**src/include/lsi_defs.vh**
```
// Purpose: Constants for the line supervision and interrupt block
// Assumes: Registers are reached by a framed serial command port
// Notes:   Offsets are register addresses as seen by the host
//
// Operation
// - 12-bit timeout counter decrements every 128 clocks
// - Voltage zero crossing reloads the programmed timeout
// - Programmed timeout defaults to 0xFFF
// - Timeout expiry drives sag output low unless disabled
// - Expiry always flags; interrupt only when enabled
// - Timeout setting is read/write at address 1Dh
// - Line period 16 bits, updated each period, MSB zero
// - Supply undervoltage stops energy, holds sag low
// - Sag cycle count is one more than cycles
// - Completed sag flags, drives sag low, may interrupt
// - Sag output releases when voltage exceeds sag level
// - Sag level compared to doubled sample's top byte
// - Sag level zero or one means threshold zero
// - Both channels' doubled sample top bytes compared with peak levels
// - Peak exceeded sets its flag, interrupts if enabled
// - Two 24-bit peak records keep largest magnitude
// - Voltage record holds twice, current record direct
// - Reset-on-read peak read returns then clears
// - Flags set regardless; interrupt if flag enabled
// - Status read at 0x0C clears flags, releases interrupt
// - Events during status read kept, re-assert after
// - Interrupt enable at 0x0A gates peak events
// - Interrupt high from status read command end to data end
// - Crossing indicator high positive, low negative going
`ifndef LSI_DEFS_VH
`define LSI_DEFS_VH

// ----------------------------------------------------------------
// Register addresses
// ----------------------------------------------------------------
`define LSI_ADDR_W 6
`define LSI_A_MODE 6'h09
`define LSI_A_IRQ_ENABLE 6'h0A
`define LSI_A_EVENT_FLAGS 6'h0B
`define LSI_A_STATUS_RC 6'h0C
`define LSI_A_TIMEOUT 6'h1D
`define LSI_A_SAG_CYC 6'h1E
`define LSI_A_SAG_LVL 6'h1F
`define LSI_A_VPK_LVL 6'h20
`define LSI_A_IPK_LVL 6'h21
`define LSI_A_VOLTAGE_PEAK_RECORD 6'h22
`define LSI_A_VOLTAGE_PEAK_RECORD_RC 6'h23
`define LSI_A_CURRENT_PEAK_RECORD 6'h24
`define LSI_A_CURRENT_PEAK_RECORD_RC 6'h25
`define LSI_A_PERIOD 6'h27

// ----------------------------------------------------------------
// Field positions
// ----------------------------------------------------------------
`define LSI_MODE_SAG_DIS 2
`define LSI_BIT_SAG 1
`define LSI_BIT_TIMEOUT 3
`define LSI_BIT_CROSSING 4
`define LSI_BIT_CURRENT_PEAK_RECORD 7
`define LSI_BIT_VOLTAGE_PEAK_RECORD 8

// ----------------------------------------------------------------
// Reset values and timing
// ----------------------------------------------------------------
`define LSI_TIMEOUT_RST 12'hFFF
`define LSI_MODE_RST 16'h000C
`define LSI_IRQ_ENABLE_RST 16'h0040
`define LSI_SAG_CYC_RST 8'hFF
`define LSI_SAG_LVL_RST 8'h00
`define LSI_PK_LVL_RST 8'hFF
`define LSI_TIMEOUT_DIV 128
`define LSI_PERIOD_DIV 8

`endif
```
**src/design/lsi_top.v**
```verilog
// Purpose: Zero-crossing timeout, period, sag, peak and interrupt logic
// Assumes: Samples come from same-clock filter logic; supply_low is a pin
// Notes:   Register access is framed: reg_rd at command end, reg_rd_done
//          when the last data bit has been shifted out
`timescale 1ns/1ps
`default_nettype none
`include "lsi_defs.vh"

module lsi_top #(
    parameter TIMEOUT_W = 12,
    parameter PERIOD_W = 16,
    parameter LP_W = 16,
    parameter WAVE_W = 24
) (
    input wire clk,
    input wire rstn,
    input wire [LP_W-1:0] vlp_sample,
    input wire vlp_valid,
    input wire [WAVE_W-1:0] v_sample,
    input wire [WAVE_W-1:0] i_sample,
    input wire wave_valid,
    input wire supply_low,
    input wire [`LSI_ADDR_W-1:0] reg_addr,
    input wire reg_wr,
    input wire [15:0] reg_wdata,
    input wire reg_rd,
    input wire reg_rd_done,
    output reg [WAVE_W-1:0] reg_rdata,
    output reg irq_n,
    output reg sag_n,
    output reg crossing_indicator,
    output reg energy_hold
);

    // ------------------------------------------------------------
    // Helpers
    // ------------------------------------------------------------
    function [WAVE_W-1:0] abs_wave;
        input [WAVE_W-1:0] x;
        begin
            abs_wave = x[WAVE_W-1] ? (~x + {{(WAVE_W-1){1'b0}}, 1'b1}) : x;
        end
    endfunction

    // Top byte of twice the magnitude
    function [7:0] dbl_top;
        input [WAVE_W-1:0] mag;
        begin
            dbl_top = mag[WAVE_W-2:WAVE_W-9];
        end
    endfunction

    // ------------------------------------------------------------
    // Registers
    // ------------------------------------------------------------
    reg [15:0] mode;
    reg [15:0] irq_enable;
    reg [15:0] event_flags;
    reg [TIMEOUT_W-1:0] crossing_timeout;
    reg [7:0] sag_cycle_count;
    reg [7:0] sag_threshold;
    reg [7:0] voltage_peak_level;
    reg [7:0] current_peak_level;
    reg [WAVE_W-1:0] voltage_peak_record;
    reg [WAVE_W-1:0] current_peak_record;
    reg [PERIOD_W-1:0] line_period;

    reg supply_meta;
    reg supply_sync;
    reg [6:0] div_cnt;
    reg [TIMEOUT_W-1:0] timeout_cnt;
    reg timeout_active;
    reg prev_sign;
    reg sign_seen;
    reg [2:0] per_div;
    reg [PERIOD_W-2:0] per_cnt;
    reg [7:0] sag_cnt;
    reg cyc_above;
    reg sag_active;
    reg rd_busy;
    reg [`LSI_ADDR_W-1:0] rd_addr;
    reg [15:0] status_snap;
    // Events raised after the snapshot, kept through the clear
    reg [15:0] rd_events;

    wire sag_dis = mode[`LSI_MODE_SAG_DIS];
    wire tick_128 = (div_cnt == 7'h7F);
    wire per_tick = (per_div == 3'h7);

    // ------------------------------------------------------------
    // Zero crossing
    // ------------------------------------------------------------
    wire lp_sign = vlp_sample[LP_W-1];
    wire crossing = vlp_valid & sign_seen & (lp_sign != prev_sign);
    wire pos_crossing = crossing & ~lp_sign;
    wire [LP_W-1:0] lp_mag = lp_sign ? (~vlp_sample + {{(LP_W-1){1'b0}}, 1'b1}) : vlp_sample;
    // Magnitude shifted left one, most significant byte
    wire [7:0] lp_top = lp_mag[LP_W-2:LP_W-9];
    // Levels 0 and 1 both mean a zero threshold
    wire [7:0] sag_eff = (sag_threshold <= 8'h01) ? 8'h00 : sag_threshold;
    wire lp_below = vlp_valid & (sag_eff > lp_top);
    wire lp_above = vlp_valid & (lp_top > sag_eff);

    // ------------------------------------------------------------
    // Events
    // ------------------------------------------------------------
    wire timeout_event = tick_128 & ~crossing & (timeout_cnt == {{(TIMEOUT_W-1){1'b0}}, 1'b1});
    wire [7:0] next_sag_cnt = sag_cnt + 8'h01;
    // A full cycle counts only when no sample rose above the level
    wire cycle_low = pos_crossing & ~cyc_above & ~lp_above;
    wire sag_event = cycle_low & ~sag_active & (next_sag_cnt == sag_cycle_count - 8'h01);
    wire [WAVE_W-1:0] v_mag = abs_wave(v_sample);
    wire [WAVE_W-1:0] i_mag = abs_wave(i_sample);
    wire vpk_event = wave_valid & (dbl_top(v_mag) > voltage_peak_level);
    wire ipk_event = wave_valid & (dbl_top(i_mag) > current_peak_level);
    wire [WAVE_W-1:0] v_dbl = {v_mag[WAVE_W-2:0], 1'b0};

    reg [15:0] event_set;
    always @* begin
        event_set = 16'h0000;
        event_set[`LSI_BIT_TIMEOUT] = timeout_event;
        event_set[`LSI_BIT_SAG] = sag_event;
        event_set[`LSI_BIT_CROSSING] = crossing;
        event_set[`LSI_BIT_VOLTAGE_PEAK_RECORD] = vpk_event;
        event_set[`LSI_BIT_CURRENT_PEAK_RECORD] = ipk_event;
    end

    // ------------------------------------------------------------
    // Read framing
    // ------------------------------------------------------------
    wire rd_end = rd_busy & reg_rd_done;
    wire clr_status = rd_end & (rd_addr == `LSI_A_STATUS_RC);
    wire clr_voltage_peak_record = rd_end & (rd_addr == `LSI_A_VOLTAGE_PEAK_RECORD_RC);
    wire clr_current_peak_record = rd_end & (rd_addr == `LSI_A_CURRENT_PEAK_RECORD_RC);
    wire status_rd_start = reg_rd & (reg_addr == `LSI_A_STATUS_RC);

    // Only flags the host has actually seen are cleared, so an event
    // landing during the data transfer survives the clear, even when
    // it repeats a flag that was already in the snapshot
    wire [15:0] next_flags = (clr_status ? ((event_flags & ~status_snap) | rd_events)
                             : event_flags) | event_set;
    wire hold_high = status_rd_start | (rd_busy & ~reg_rd_done
                     & (rd_addr == `LSI_A_STATUS_RC));

    always @(posedge clk or negedge rstn) begin
        if (!rstn) begin
            supply_meta <= 1'b0;
            supply_sync <= 1'b0;
        end else begin
            supply_meta <= supply_low;
            supply_sync <= supply_meta;
        end
    end

    // ------------------------------------------------------------
    // Host writes
    // ------------------------------------------------------------
    always @(posedge clk or negedge rstn) begin
        if (!rstn) begin
            mode <= `LSI_MODE_RST;
            irq_enable <= `LSI_IRQ_ENABLE_RST;
            crossing_timeout <= `LSI_TIMEOUT_RST;
            sag_cycle_count <= `LSI_SAG_CYC_RST;
            sag_threshold <= `LSI_SAG_LVL_RST;
            voltage_peak_level <= `LSI_PK_LVL_RST;
            current_peak_level <= `LSI_PK_LVL_RST;
        end else if (reg_wr) begin
            case (reg_addr)
                `LSI_A_MODE: mode <= reg_wdata;
                `LSI_A_IRQ_ENABLE: irq_enable <= reg_wdata;
                `LSI_A_TIMEOUT: crossing_timeout <= reg_wdata[TIMEOUT_W-1:0];
                `LSI_A_SAG_CYC: sag_cycle_count <= reg_wdata[7:0];
                `LSI_A_SAG_LVL: sag_threshold <= reg_wdata[7:0];
                `LSI_A_VPK_LVL: voltage_peak_level <= reg_wdata[7:0];
                `LSI_A_IPK_LVL: current_peak_level <= reg_wdata[7:0];
                default: mode <= mode;
            endcase
        end
    end

    // ------------------------------------------------------------
    // Host reads
    // ------------------------------------------------------------
    reg [WAVE_W-1:0] next_rdata;
    always @* begin
        case (reg_addr)
            `LSI_A_MODE: next_rdata = {8'h00, mode};
            `LSI_A_IRQ_ENABLE: next_rdata = {8'h00, irq_enable};
            `LSI_A_EVENT_FLAGS: next_rdata = {8'h00, event_flags};
            `LSI_A_STATUS_RC: next_rdata = {8'h00, event_flags};
            `LSI_A_TIMEOUT: next_rdata = {12'h000, crossing_timeout};
            `LSI_A_SAG_CYC: next_rdata = {16'h0000, sag_cycle_count};
            `LSI_A_SAG_LVL: next_rdata = {16'h0000, sag_threshold};
            `LSI_A_VPK_LVL: next_rdata = {16'h0000, voltage_peak_level};
            `LSI_A_IPK_LVL: next_rdata = {16'h0000, current_peak_level};
            `LSI_A_VOLTAGE_PEAK_RECORD: next_rdata = voltage_peak_record;
            `LSI_A_VOLTAGE_PEAK_RECORD_RC: next_rdata = voltage_peak_record;
            `LSI_A_CURRENT_PEAK_RECORD: next_rdata = current_peak_record;
            `LSI_A_CURRENT_PEAK_RECORD_RC: next_rdata = current_peak_record;
            `LSI_A_PERIOD: next_rdata = {8'h00, line_period};
            default: next_rdata = {WAVE_W{1'b0}};
        endcase
    end

    always @(posedge clk or negedge rstn) begin
        if (!rstn) begin
            reg_rdata <= {WAVE_W{1'b0}};
            rd_busy <= 1'b0;
            rd_addr <= {`LSI_ADDR_W{1'b0}};
            status_snap <= 16'h0000;
            rd_events <= 16'h0000;
        end else if (reg_rd) begin
            reg_rdata <= next_rdata;
            rd_busy <= 1'b1;
            rd_addr <= reg_addr;
            status_snap <= event_flags;
            // Same-cycle events are not in the snapshot
            rd_events <= event_set;
        end else begin
            // Accumulate until the next command; only read at the clear
            rd_events <= rd_events | event_set;
            if (reg_rd_done)
                rd_busy <= 1'b0;
        end
    end

    // ------------------------------------------------------------
    // Timeout counter
    // ------------------------------------------------------------
    always @(posedge clk or negedge rstn) begin
        if (!rstn) begin
            div_cnt <= 7'h00;
            timeout_cnt <= `LSI_TIMEOUT_RST;
            timeout_active <= 1'b0;
        end else begin
            div_cnt <= div_cnt + 7'h01;
            if (crossing) begin
                timeout_cnt <= crossing_timeout;
                timeout_active <= 1'b0;
            end else if (tick_128 && timeout_cnt != {TIMEOUT_W{1'b0}}) begin
                timeout_cnt <= timeout_cnt - {{(TIMEOUT_W-1){1'b0}}, 1'b1};
                if (timeout_event)
                    timeout_active <= 1'b1;
            end
        end
    end

    // ------------------------------------------------------------
    // Crossing indicator and period
    // ------------------------------------------------------------
    always @(posedge clk or negedge rstn) begin
        if (!rstn) begin
            prev_sign <= 1'b0;
            sign_seen <= 1'b0;
            crossing_indicator <= 1'b0;
            per_div <= 3'h0;
            per_cnt <= {(PERIOD_W-1){1'b0}};
            line_period <= {PERIOD_W{1'b0}};
        end else begin
            per_div <= per_div + 3'h1;
            if (vlp_valid) begin
                prev_sign <= lp_sign;
                sign_seen <= 1'b1;
            end
            if (crossing)
                crossing_indicator <= ~lp_sign;
            if (pos_crossing) begin
                line_period <= {1'b0, per_cnt};
                per_cnt <= {(PERIOD_W-1){1'b0}};
            end else if (per_tick && per_cnt != {(PERIOD_W-1){1'b1}}) begin
                per_cnt <= per_cnt + {{(PERIOD_W-2){1'b0}}, 1'b1};
            end
        end
    end

    // ------------------------------------------------------------
    // Sag detection
    // ------------------------------------------------------------
    always @(posedge clk or negedge rstn) begin
        if (!rstn) begin
            sag_cnt <= 8'h00;
            cyc_above <= 1'b0;
            sag_active <= 1'b0;
        end else begin
            if (lp_above) begin
                sag_cnt <= 8'h00;
                sag_active <= 1'b0;
            end
            if (pos_crossing) begin
                cyc_above <= 1'b0;
                if (cycle_low && !sag_active) begin
                    if (sag_event)
                        sag_active <= 1'b1;
                    else
                        sag_cnt <= next_sag_cnt;
                end
            end else if (lp_above) begin
                cyc_above <= 1'b1;
            end
        end
    end

    // ------------------------------------------------------------
    // Peak records
    // ------------------------------------------------------------
    always @(posedge clk or negedge rstn) begin
        if (!rstn) begin
            voltage_peak_record <= {WAVE_W{1'b0}};
            current_peak_record <= {WAVE_W{1'b0}};
        end else begin
            // A sample taken in the clearing cycle is kept, not lost
            if (clr_voltage_peak_record)
                voltage_peak_record <= wave_valid ? v_dbl : {WAVE_W{1'b0}};
            else if (wave_valid && v_dbl > voltage_peak_record)
                voltage_peak_record <= v_dbl;
            if (clr_current_peak_record)
                current_peak_record <= wave_valid ? i_mag : {WAVE_W{1'b0}};
            else if (wave_valid && i_mag > current_peak_record)
                current_peak_record <= i_mag;
        end
    end

    // ------------------------------------------------------------
    // Flags and outputs
    // ------------------------------------------------------------
    always @(posedge clk or negedge rstn) begin
        if (!rstn) begin
            event_flags <= 16'h0000;
            irq_n <= 1'b1;
            sag_n <= 1'b1;
            energy_hold <= 1'b0;
        end else begin
            event_flags <= next_flags;
            irq_n <= hold_high | ~(|(next_flags & irq_enable));
            sag_n <= ~(supply_sync | (~sag_dis & (timeout_active | timeout_event
                     | sag_active | sag_event)));
            energy_hold <= supply_sync;
        end
    end

endmodule // lsi_top
`default_nettype wire

```
**config.mk**
```make
export PLATFORM = sky130hd
export DESIGN_NAME = lsi_top
export DESIGN_NICKNAME = d
export VERILOG_FILES = /design/src/design/lsi_top.v
export VERILOG_INCLUDE_DIRS = /design/src /design/src/include
export SDC_FILE = /design/constraint.sdc
export NUM_CORES = 1
export LEC_CHECK = 0
export ABC_CLOCK_PERIOD_IN_PS = 3300
export BUFFER_PORTS_ARGS = -buffer_cell sky130_fd_sc_hd__buf_2
export CELL_PAD_IN_SITES_DETAIL_PLACEMENT = 0
export CELL_PAD_IN_SITES_GLOBAL_PLACEMENT = 1
export CORE_MARGIN = 5
export CORE_UTILIZATION = 46
export DETAILED_ROUTE_END_ITERATION = 8
export PLACE_DENSITY_LB_ADDON = 0.1
export SETUP_SLACK_MARGIN = 0.05
export SYNTH_ARGS = -nofsm -noshare
export SYNTH_HDL_FRONTEND = slang
export SYNTH_SLANG_ARGS = --single-unit
```
**constraint.sdc**
```tcl
create_clock -name clk -period 3.3 [get_ports clk]
set_input_delay 0.165 -clock clk [delete_from_list [all_inputs] [get_ports clk]]
set_output_delay 0.165 -clock clk [all_outputs]
set_load 0.05 [all_outputs]
```
---- After elaboration in Yosys (flattened, before gate mapping) ----
Index checks and enable logic that the tools add are counted.
word-level totals
  input bits .............................. 94
  bits in registers ....................... 274
  output and inout bits ................... 28
  logic and storage cells ................. 172
cells by class
  reductions and logical operators ........ 26
  multiplexer cells ....................... 32
  bitwise logic cells ..................... 44
  eq/ne operators ......................... 23
  magnitude comparators ................... 6
  add/subtract/negate cells ............... 9
operators with widths
  cell                                                              number
  24-bit case mux with 11 select lines                              1
  24-bit 2-to-1 mux                                                 7
  6-bit == test (second input constant)                             9
  24-bit > comparator                                               2
  15-bit 2-to-1 mux                                                 3
  8-bit 2-to-1 mux                                                  5
  16-bit bitwise AND                                                2
  16-bit 2-to-1 mux                                                 2
  16-bit by 9-bit OR with 16-bit output                             2
  15-bit by 1-bit adder with 15-bit output (second input constant)  2
  6-bit by 4-bit == test with 1-bit output (second input constant)  5
  24-bit by 1-bit adder with 24-bit output (second input constant)  1
  8-bit > comparator                                                3
  12-bit 2-to-1 mux                                                 2
  24-bit NOT                                                        1
  23-bit by 1-bit adder with 23-bit output (second input constant)  1
  23-bit 2-to-1 mux                                                 1
  23-bit NOT                                                        1
  1-bit bitwise AND                                                 20
  6-bit by 5-bit == test with 1-bit output (second input constant)  3
  16-bit NOT                                                        1
  16-bit OR                                                         1
  2-bit AND reduction                                               8
  16-bit OR reduction                                               1
  other kinds (21)                                                  56

---- Depth between registers and ports, before layout ----
Gate-level depths: netlist of the first run.
  depth in word-level cells ............... 14
  depth in mapped cells ................... 17
  gate-level depth less buffers ........... 16

---- Least setup slack after synthesis of the first run ----
Ideal clock, no wire load.
  path kind ............................... input-to-reg
  from .................................... input v_sample[0]
  to ...................................... register voltage_peak_record[13]
  required time ........................... 3.175 ns
  stages on the path ...................... 16
  slack ................................... -1.234 ns
  data arrival time ....................... 4.410 ns
  path buffers ............................ 1
  setup time .............................. 0.125 ns
  cell sequence ........................... inv_1 ha_1 or3b_4 or4_1 or4_4 or3_4 o41ai_4 xnor2_1 ha_1 nand4_1 nor4_1 nand2_1 a21oi_1 o21bai_1 clkbuf_1 mux2_2
between the ends
  cells in the longest elaborated chain, start to end .. 6
  elaborated cells between the ends (all ways) .. 9
  those cells by class .................... 1 x add/sub; 1 x order compare; 4 x mux; 1 x bitwise; 2 x reduce/logical
RTL lines
  element                                   line           text
  start, declared                           lsi_top.v:19   input wire [WAVE_W-1:0] v_sample,
  23-bit NOT                                lsi_top.v:41   abs_wave = x[WAVE_W-1] ? (~x + {{(WAVE_W-1){1'b0}}, 1'b1}) : x;
  23-bit by 1-bit adder with 23-bit output  lsi_top.v:41
  23-bit 2-to-1 mux (*)                     lsi_top.v:41
  24-bit > comparator                       lsi_top.v:314  else if (wave_valid && v_dbl > voltage_peak_record)
  1-bit logical AND                         lsi_top.v:314
  2-bit nonzero test (no source line)       -
  end signal, assigned                      lsi_top.v:308  voltage_peak_record <= {WAVE_W{1'b0}};
  end signal, assigned                      lsi_top.v:313  voltage_peak_record <= wave_valid ? v_dbl : {WAVE_W{1'b0}};
  end signal, assigned                      lsi_top.v:315  voltage_peak_record <= v_dbl;
  end, declared                             lsi_top.v:64   reg [WAVE_W-1:0] voltage_peak_record;
Every way passes the cells marked *; elsewhere a longest branch is shown, timed or not. The select of a mux whose other input is x is not followed.
A chain may end at the register's enable or synchronous reset.

---- Worst setup path in the final report of the first run ----
  from .................................... input v_sample[0]
  to ...................................... register voltage_peak_record[7]
The elaborated chain is that of the path after synthesis.

==> summary.md, run 1 <==
| Metric | Value |
|---|---|
| Dpl cells | 1964 |
| Non-filler cells, final | approximately 2100 |
| Clk_lat worst skew | 0.56 ns |
| Maxcap violations | 0 |
| First-pass DRT Iterations | 9 |
| Slew Limit Fails | 0 |
| Global-route wire length before repair | about 66000 um |
| Clock Skews | 0.0243 ns |
| Bufs on Longest Clock Path | 3 |
| Nets | 1810 |
| Worst Setup Start Kind | input port |
| Area Growth Syn to Fin | 25.8% |
| Final hold vios | 0 |
| Cells after Synth | between 1000 and 1500 |
| Synth cell types | 65 |
| Biggest area consumer among synthesized cells | dfrtp_1 |
| Fill cells | 2661 |
| Min Clock Period, post-route | around 3.7 ns |
| IO Port Bufs | 121 |
| CP endpoint kind | flip-flop |
| Worst-Margin Slew | ~0.97 ns |
| Post-route setup TNS | -8.75 ns |
| Die area | 35100 um2 |
| Top-count cell post-synth | dfrtp_1 |
| Row count | 64 |
| Die Y | 187 um |
| CP max FO | 6 |
| CP Data Arrival Time | 4.14 ns |
| Synth top area share | 0.362 |
| Status | finished, violations left |
| Power per cell area | 592 nW/um2 |
| CP Class | in -> reg |
| Post-synth top flop | dfrtp_1 |
| Final HPWL DP | approximately 31000 um |
| Leakage power | 8.36 nW |
| Synth top area cells | dfrtp_1 36%, dfstp_2 9.6%, mux2_2 8.7% |
| CTS clk-pin slew, worst paths | 0.06 ns |
| Period utilization | 1.13 |
| H-Tree Depth | 1 |
| Via-to-Cell Ratio | 5.68 |
| Total track usage | 0.234 |
| I/O Pins | 122 |
| Gpl congestion | 0.855 |
| Starting DRC count in detailed routing | 894 |
| Final setup viols | 25 |
| Worst Setup Slack, final | -0.417 ns |
| Slew margin rel. | 0.351 |
| Top post-synthesis cells by count | 209 x dfrtp_1, 123 x nand2_1, 112 x mux2_2 |
| Max Freq | 269 MHz |
| Routed len/inst | a little over 20 um |
| Netlist Area Pre-Place | approximately 14000 um2 |
| Worst VDD drop | just over 0.0005 V |
| CP required | 3.72 ns |
| DRC | 0 |
| Largest net degree at the start of global routing | 104 |
| Grt ovf | 0 |
| Layout cells sized above 1 | 0.327 |
| Initial antenna violation count | 1 |
| Diodes inserted | 0 |
| Hold Crit Class | in -> reg |
| WL final | ~42000 um |
| Num CTS Buffers | 30 |
| Root buffer cell | clkbuf_16 |
| Vias in the first global route | 11716 |
| Syn avg cell area | between 10 and 15 um2 |
| Yosys reg bits | 262 |
| Post-Place Worst Slack | -1.05 ns |
| Core Util, Final | 0.589 |
| Failing checks | setup timing |
| Post-Syn Nets | 1551 |
| Unrepaired setup endpoints after global routing | yes |
| TritonCTS clock tree | done |
| Post-synth EDFFs | 0 |
| Register area share after synthesis | 0.458 |
| Final ANT Viol Nets | 0 |
| Starting Density | 0.469 |
| Die X | 187 um |
| Clock sinks | 262 |
| Via count | ~12000 |
| Syn. warnings | 0 |
| Core Region | 30800 um2 |
| Post-synth ARST share | 1.00 |
metrics by stage:
| step | hold WS [ns] | cell area (um2) | power [mW] |
|---|---|---|---|
| 4_1_cts | 0.0230 | 17900 | 10.6 |
| 5_1_grt | 0.0540 | 18200 | 11.4 |
| 3_3_place_gp | 0.251 | 16600 | 7.15 |
| 3_5_place_dp | 0.251 | 16600 | 7.21 |
| 2_1_floorplan | -0.131 | 14700 | 6.14 |
| 6_report | 0.0516 | 18200 | 10.8 |
what timing repair did:
| action | 4_1_cts | 5_1_grt |
|---|---|---|
| setup buffers | 6 | 5 |
| endpoints found under the hold margin | 120 | 0 |
| gates resized for setup | 19 | 46 |
| hold buffers | 23 | 0 |
| pin swaps | 14 | 24 |
| gates cloned | 0 | 4 |
| endpoints found under the setup margin | 26 | 50 |
kinds of logic (layout without fill, tap and decap cells):
| family | after synthesis | in the layout | synth area share |
|---|---|---|---|
| xor gates and xnor gates | 99 | 99 | 0.0619 |
| and+or+nand+nor | 372 | 372 | 0.124 |
| muxes | 116 | 116 | 0.0901 |
| adders and majority gates | 81 | 81 | 0.0701 |
| buffers and inverters | 145 | 428 | 0.0377 |
| DFF | 262 | 262 | 0.458 |
| AOI/OAI and AO/OA | 301 | 301 | 0.158 |
power by group:
part / internal (mW) / switching, mW / leakage (nW)
Sequential: 3.80 / 0.618 / 3.23
Clock: 1.98 / 1.34 / 0.503
Combinational: 1.48 / 1.53 / 4.62
Total: 7.26 / 3.50 / 8.36
final timing paths:
kind                                        startpoint                                  to  slack (ns)  cells past startpoint
worst max-delay path                       v_sample[0]  voltage_peak_record[7]$_DFFE_PN0P_       -0.42                     17
worst min-delay path                    vlp_sample[15]               prev_sign$_DFFE_PN0P_        0.05                      2
worst max register to register  rd_addr[0]$_DFFE_PN0P_                     irq_n$_DFF_PN1_        0.52                     10
worst min register to register   supply_sync$_DFF_PN0_               energy_hold$_DFF_PN0_        0.38                      0
max in group asynchronous                         rstn   current_peak_level[5]$_DFFE_PN1P_        2.10                      3
min in group asynchronous                         rstn                div_cnt[2]$_DFF_PN0_        0.21                      2
critical path, cell delays in order:
cell and delay (ns):
buf_12 0.11, inv_16 0.04, ha_4 0.12, or3b_4 0.37, or4_4 0.42, or4_4 0.46
or3_4 0.41, o31ai_4 0.22, xnor2_2 0.11, ha_1 0.31, nand4_1 0.14, nor4_2 0.38
o31a_1 0.20, a2111o_1 0.16, o21bai_4 0.09, buf_12 0.15, mux2_4 0.29
placed cells by master, fill, tap and decap left out, types with 11 or more instances in the layout:
cell / netlist / final
ha_1: 81 / 74
dlygate4sd3_1: 0 / 23
nand3_1: 29 / 27
a21o_1: 19 / 19
dfrtp_1: 209 / 209
nand2_1: 123 / 120
dfstp_2: 53 / 53
nor4_1: 15 / 12
buf_6: 0 / 11
xor2_1: 32 / 31
clkbuf_16: 0 / 32
inv_1: 96 / 93
buf_4: 0 / 121
buf_2: 0 / 116
a22o_1: 39 / 38
o31ai_1: 15 / 11
nand4_1: 26 / 26
a21oi_1: 33 / 29
a221oi_1: 21 / 21
nor3_1: 21 / 20
a22oi_1: 12 / 12
o21ai_0: 47 / 39
nor2_1: 93 / 90
a222oi_1: 26 / 26
xnor2_1: 65 / 60
a21boi_0: 20 / 20
mux2_2: 112 / 106
metal layers:
metal	GRT usage	part of all wire	vias to the layer above
met5	0	0.00031	-
met4	0.0540	0.023	2
met3	0.0368	0.053	66
met2	0.368	0.45	289
met1	0.343	0.47	5770
li1	-	-	5545
flip-flops by register name, summed over array words and instances, names as in the netlist, 12 cells and up:
register,flops
crossing_timeout,12
mode,16
status_snap,16
timeout_cnt,12
event_flags,16
per_cnt,15
irq_enable,16
current_peak_record,24
reg_rdata,24
voltage_peak_record,23
line_period,15
cell type report:
type                       count  area, um2  area share
timing repair buffer         276       1940       0.107
inverter                      96        379      0.0209
clock inverter                11       96.3     0.00530
multi-input combinational    969       7730       0.425
sequential                   262       6620       0.364
clock buffer                  45        910      0.0501
tap                          396        495      0.0273
Power figures use the tool's default switching activity.
==> inputs of run 2 (changes only) <==
--- a/config.mk
+++ b/config.mk
@@ -8,12 +8,14 @@
 export LEC_CHECK = 0
 export ABC_CLOCK_PERIOD_IN_PS = 3300
 export BUFFER_PORTS_ARGS = -buffer_cell sky130_fd_sc_hd__buf_2
+export CAP_MARGIN = 20
 export CELL_PAD_IN_SITES_DETAIL_PLACEMENT = 0
 export CELL_PAD_IN_SITES_GLOBAL_PLACEMENT = 1
 export CORE_MARGIN = 5
-export CORE_UTILIZATION = 46
+export CORE_UTILIZATION = 48
 export DETAILED_ROUTE_END_ITERATION = 8
 export PLACE_DENSITY_LB_ADDON = 0.1
+export REMOVE_ABC_BUFFERS = 1
 export SETUP_SLACK_MARGIN = 0.05
 export SYNTH_ARGS = -nofsm -noshare
 export SYNTH_HDL_FRONTEND = slang
==> run 2 against run 1 <==
Effect of this change:
- the flow still finishes with violations (setup timing)
- critical endpoint is now voltage_peak_record[19]$_DFFE_PN0P_
- die area shrank 3.9%
- via count up 1.4%
- total power grew 0.44%
- first-iteration DRC count grew 7.0%
- non-clock buffer count is 18 higher
- count of clock-buffer cells in the layout fell by 1
==> summary.md, run 2 (synthesis results as in run 1) <==
| Metric | Value |
|---|---|
| Status | finished, violations left (unchanged) |
| Failing checks | setup timing (unchanged) |
| Via-to-Cell Ratio | 5.73 (was 5.68) |
| Final hold vios | 0 (unchanged) |
| Diodes inserted | 0 (unchanged) |
| Post-Place Worst Slack | -1.20 ns (was -1.05 ns) |
| Num CTS Buffers | 29 (was 30) |
| Footprint of the multi-input gates | 7780 um2 (was 7730 um2) |
| Total track usage | 0.249 (was 0.234) |
| Die area | 33700 um2 (was 35100 um2) |
| Root buffer cell | clkbuf_16 (unchanged) |
| Clock Skews | 0.0192 ns (was 0.0243 ns) |
| Area Growth Syn to Fin | 26.8% (was 25.8%) |
| CP required | 3.72 ns (about the same) |
| Crit path capture | voltage_peak_record[19]$_DFFE_PN0P_ (was voltage_peak_record[7]$_DFFE_PN0P_) |
| Largest net degree at the start of global routing | 81 (was 104) |
| TritonCTS clock tree | done (unchanged) |
| Worst Setup Slack, final | -0.509 ns (was -0.417 ns) |
| Layout cells sized above 1 | 0.336 (was 0.327) |
| Worst-Margin Slew | 0.996 ns (was 0.971 ns) |
| Reg-to-reg setup timing slack | 0.56 ns (was 0.52 ns) |
| Slew margin rel. | 0.334 (was 0.351) |
| Die Y | 184 um (was 187 um) |
| Worst VDD drop | 0.000379 V (was 0.000506 V) |
| Unrepaired setup endpoints after global routing | yes (unchanged) |
| Starting DRC count in detailed routing | 957 (was 894) |
| Commonest non-fill, non-tap cell in the layout | dfrtp_1 (unchanged) |
| Final ANT Viol Nets | 0 (unchanged) |
| H-Tree Depth | 1 (unchanged) |
| WL final | 42300 um (was 42000 um) |
| Final HPWL DP | 30600 um (was 31400 um) |
| Gpl congestion | 0.873 (was 0.855) |
| Global-route wire length before repair | 66900 um (was 66300 um) |
| Most frequent cells in the layout | 209 x dfrtp_1, 137 x buf_4, 121 x nand2_1, 117 x buf_2, 106 x mux2_2 (was 209 x dfrtp_1, 121 x buf_4, 120 x nand2_1, 116 x buf_2, 106 x mux2_2) |
| Via count | 11830 (was 11672) |
| Worst Setup Start Kind | input port (unchanged) |
| Power per cell area | 590 nW/um2 (was 592 nW/um2) |
| Bufs on Longest Clock Path | 3 (unchanged) |
| CTS clk-pin slew, worst paths | 0.06 ns (about the same) |
| Grt ovf | 0 (unchanged) |
| DRC | 0 (unchanged) |
| Nets | 1828 (was 1810) |
| IO Port Bufs | 121 (unchanged) |
| CP endpoint kind | flip-flop (unchanged) |
| Worst r2r src | sag_cycle_count[2]$_DFFE_PN1P_ (was rd_addr[0]$_DFFE_PN0P_) |
| Hold Crit Class | in -> reg (unchanged) |
| Max Freq | 263 MHz (was 269 MHz) |
| Leakage power | 8.48 nW (was 8.36 nW) |
| Clock sinks | 262 (unchanged) |
| CP max FO | 7 (was 6) |
| CP Class | in -> reg (unchanged) |
| Die X | 184 um (was 187 um) |
| Maxcap violations | 0 (unchanged) |
| Top Registers | current_peak_record x24, reg_rdata x24, voltage_peak_record x23 (unchanged) |
| Starting Density | 0.486 (was 0.469) |
| Storage cell area | 6620 um2 (unchanged) |
| Worst setup path startpoint | v_sample[0] (unchanged) |
| First-pass DRT Iterations | 6 (was 9) |
| Routed len/inst | 20.5 um (about the same) |
| Period utilization | 1.15 (was 1.13) |
| Vias in the first global route | 11942 (was 11716) |
| Initial antenna violation count | 0 (was 1) |
| Row count | 63 (was 64) |
| CP Data Arrival Time | 4.23 ns (was 4.14 ns) |
| Core Util, Final | 0.616 (was 0.589) |
| FF-to-FF End | sag_cnt[7]$_DFF_PN0_ (was irq_n$_DFF_PN1_) |
| I/O Pins | 122 (unchanged) |
| Slew Limit Fails | 0 (unchanged) |
| Final setup viols | 26 (was 25) |
| Fill cells | 2478 (was 2661) |
| Clk_lat worst skew | 0.55 ns (was 0.56 ns) |
| Min Clock Period, post-route | 3.81 ns (was 3.72 ns) |
| Core Region | 29700 um2 (was 30800 um2) |
| Worst R2R Path Depth | 7 (was 10) |
## run 2: cell types whose count changed in the layout (fill, tap and decap cells not counted), moves of 4 or more
cell | before | now
buf_4 | 121 | 137
dlygate4sd3_1 | 23 | 18
buf_6 | 11 | 15
ha_1 | 74 | 78
ha_4 | 7 | 3
## run 2: worst min path at each step
stage | start | to | depth (start not counted) | slack [ns]
finish | reg_wdata[7] | crossing_timeout[7]$_DFFE_PN1P_ | 2 | 0.01
global route | reg_wdata[7] | crossing_timeout[7]$_DFFE_PN1P_ | 2 | 0.007
CTS | reg_wdata[4] | sag_threshold[4]$_DFFE_PN0P_ | 2 | 0.003
detailed placement | rstn | div_cnt[3]$_DFF_PN0_ | 1 | 0.19
global placement | rstn | div_cnt[3]$_DFF_PN0_ | 1 | 0.19
floorplan | rstn | crossing_indicator$_DFFE_PN0P_ | 0 | -0.13
## run 2: final cells by class
type | instances | share of cell area
clock buffers | 44 | 0.0471
repair buffers | 294 | 0.114
well taps | 390 | 0.0266
flip-flops and latches | 262 | 0.362
inverters | 96 | 0.0201
multi-input cells | 970 | 0.425
clock inverters | 9 | 0.00540
## run 2: stage by stage
step	total power [mW]	hold WS [ns]	setup TNS [ns]	instance area (um2)	std cells
6_report	10.8	0.0135	-11.31	18300	2065
3_5_place_dp	7.10	0.190	-46.51	16300	1958
5_1_grt	11.4	0.00736	-14.83	18300	2065
3_3_place_gp	7.02	0.187	-42.05	16300	1958
4_1_cts	10.7	0.00295	-10.18	18000	2056
2_1_floorplan	5.95	-0.131	-55.89	14300	1327
## run 2: report_power, final
group | switching, mW | internal (mW)
registers | 0.611 | 3.80
logic | 1.58 | 1.56
clock network | 1.30 | 1.95
total | 3.50 | 7.31
## run 2: critical path, cell delays in order
cell and delay, ns:
buf_8 0.11, inv_6 0.05, ha_4 0.13, or3b_4 0.37
or4_4 0.42, or4_4 0.44, buf_6 0.14, o31ai_4 0.25
xnor2_2 0.10, ha_1 0.32, a21o_1 0.17, a21o_1 0.18
a21oi_2 0.13, o21ai_1 0.07, a2111o_1 0.48, buf_4 0.16
or2_4 0.26, a32o_1 0.26
## run 2: what timing repair did
action	CTS	global route
endpoints found under the setup margin	50	50
gates resized for setup	80	37
setup buffers	24	7
hold buffers	18	0
hold endpoints to repair	101	0
cloned	4	2
pin swaps	45	24
## run 2: metal layers
layer	share of wire	GRT usage	vias up	wire, um
met5	0	0	-	0
met4	0.020	0.0507	0	843
met3	0.067	0.0483	51	2830
met2	0.46	0.398	329	19500
met1	0.45	0.355	5842	19200
li1	-	-	5608	-
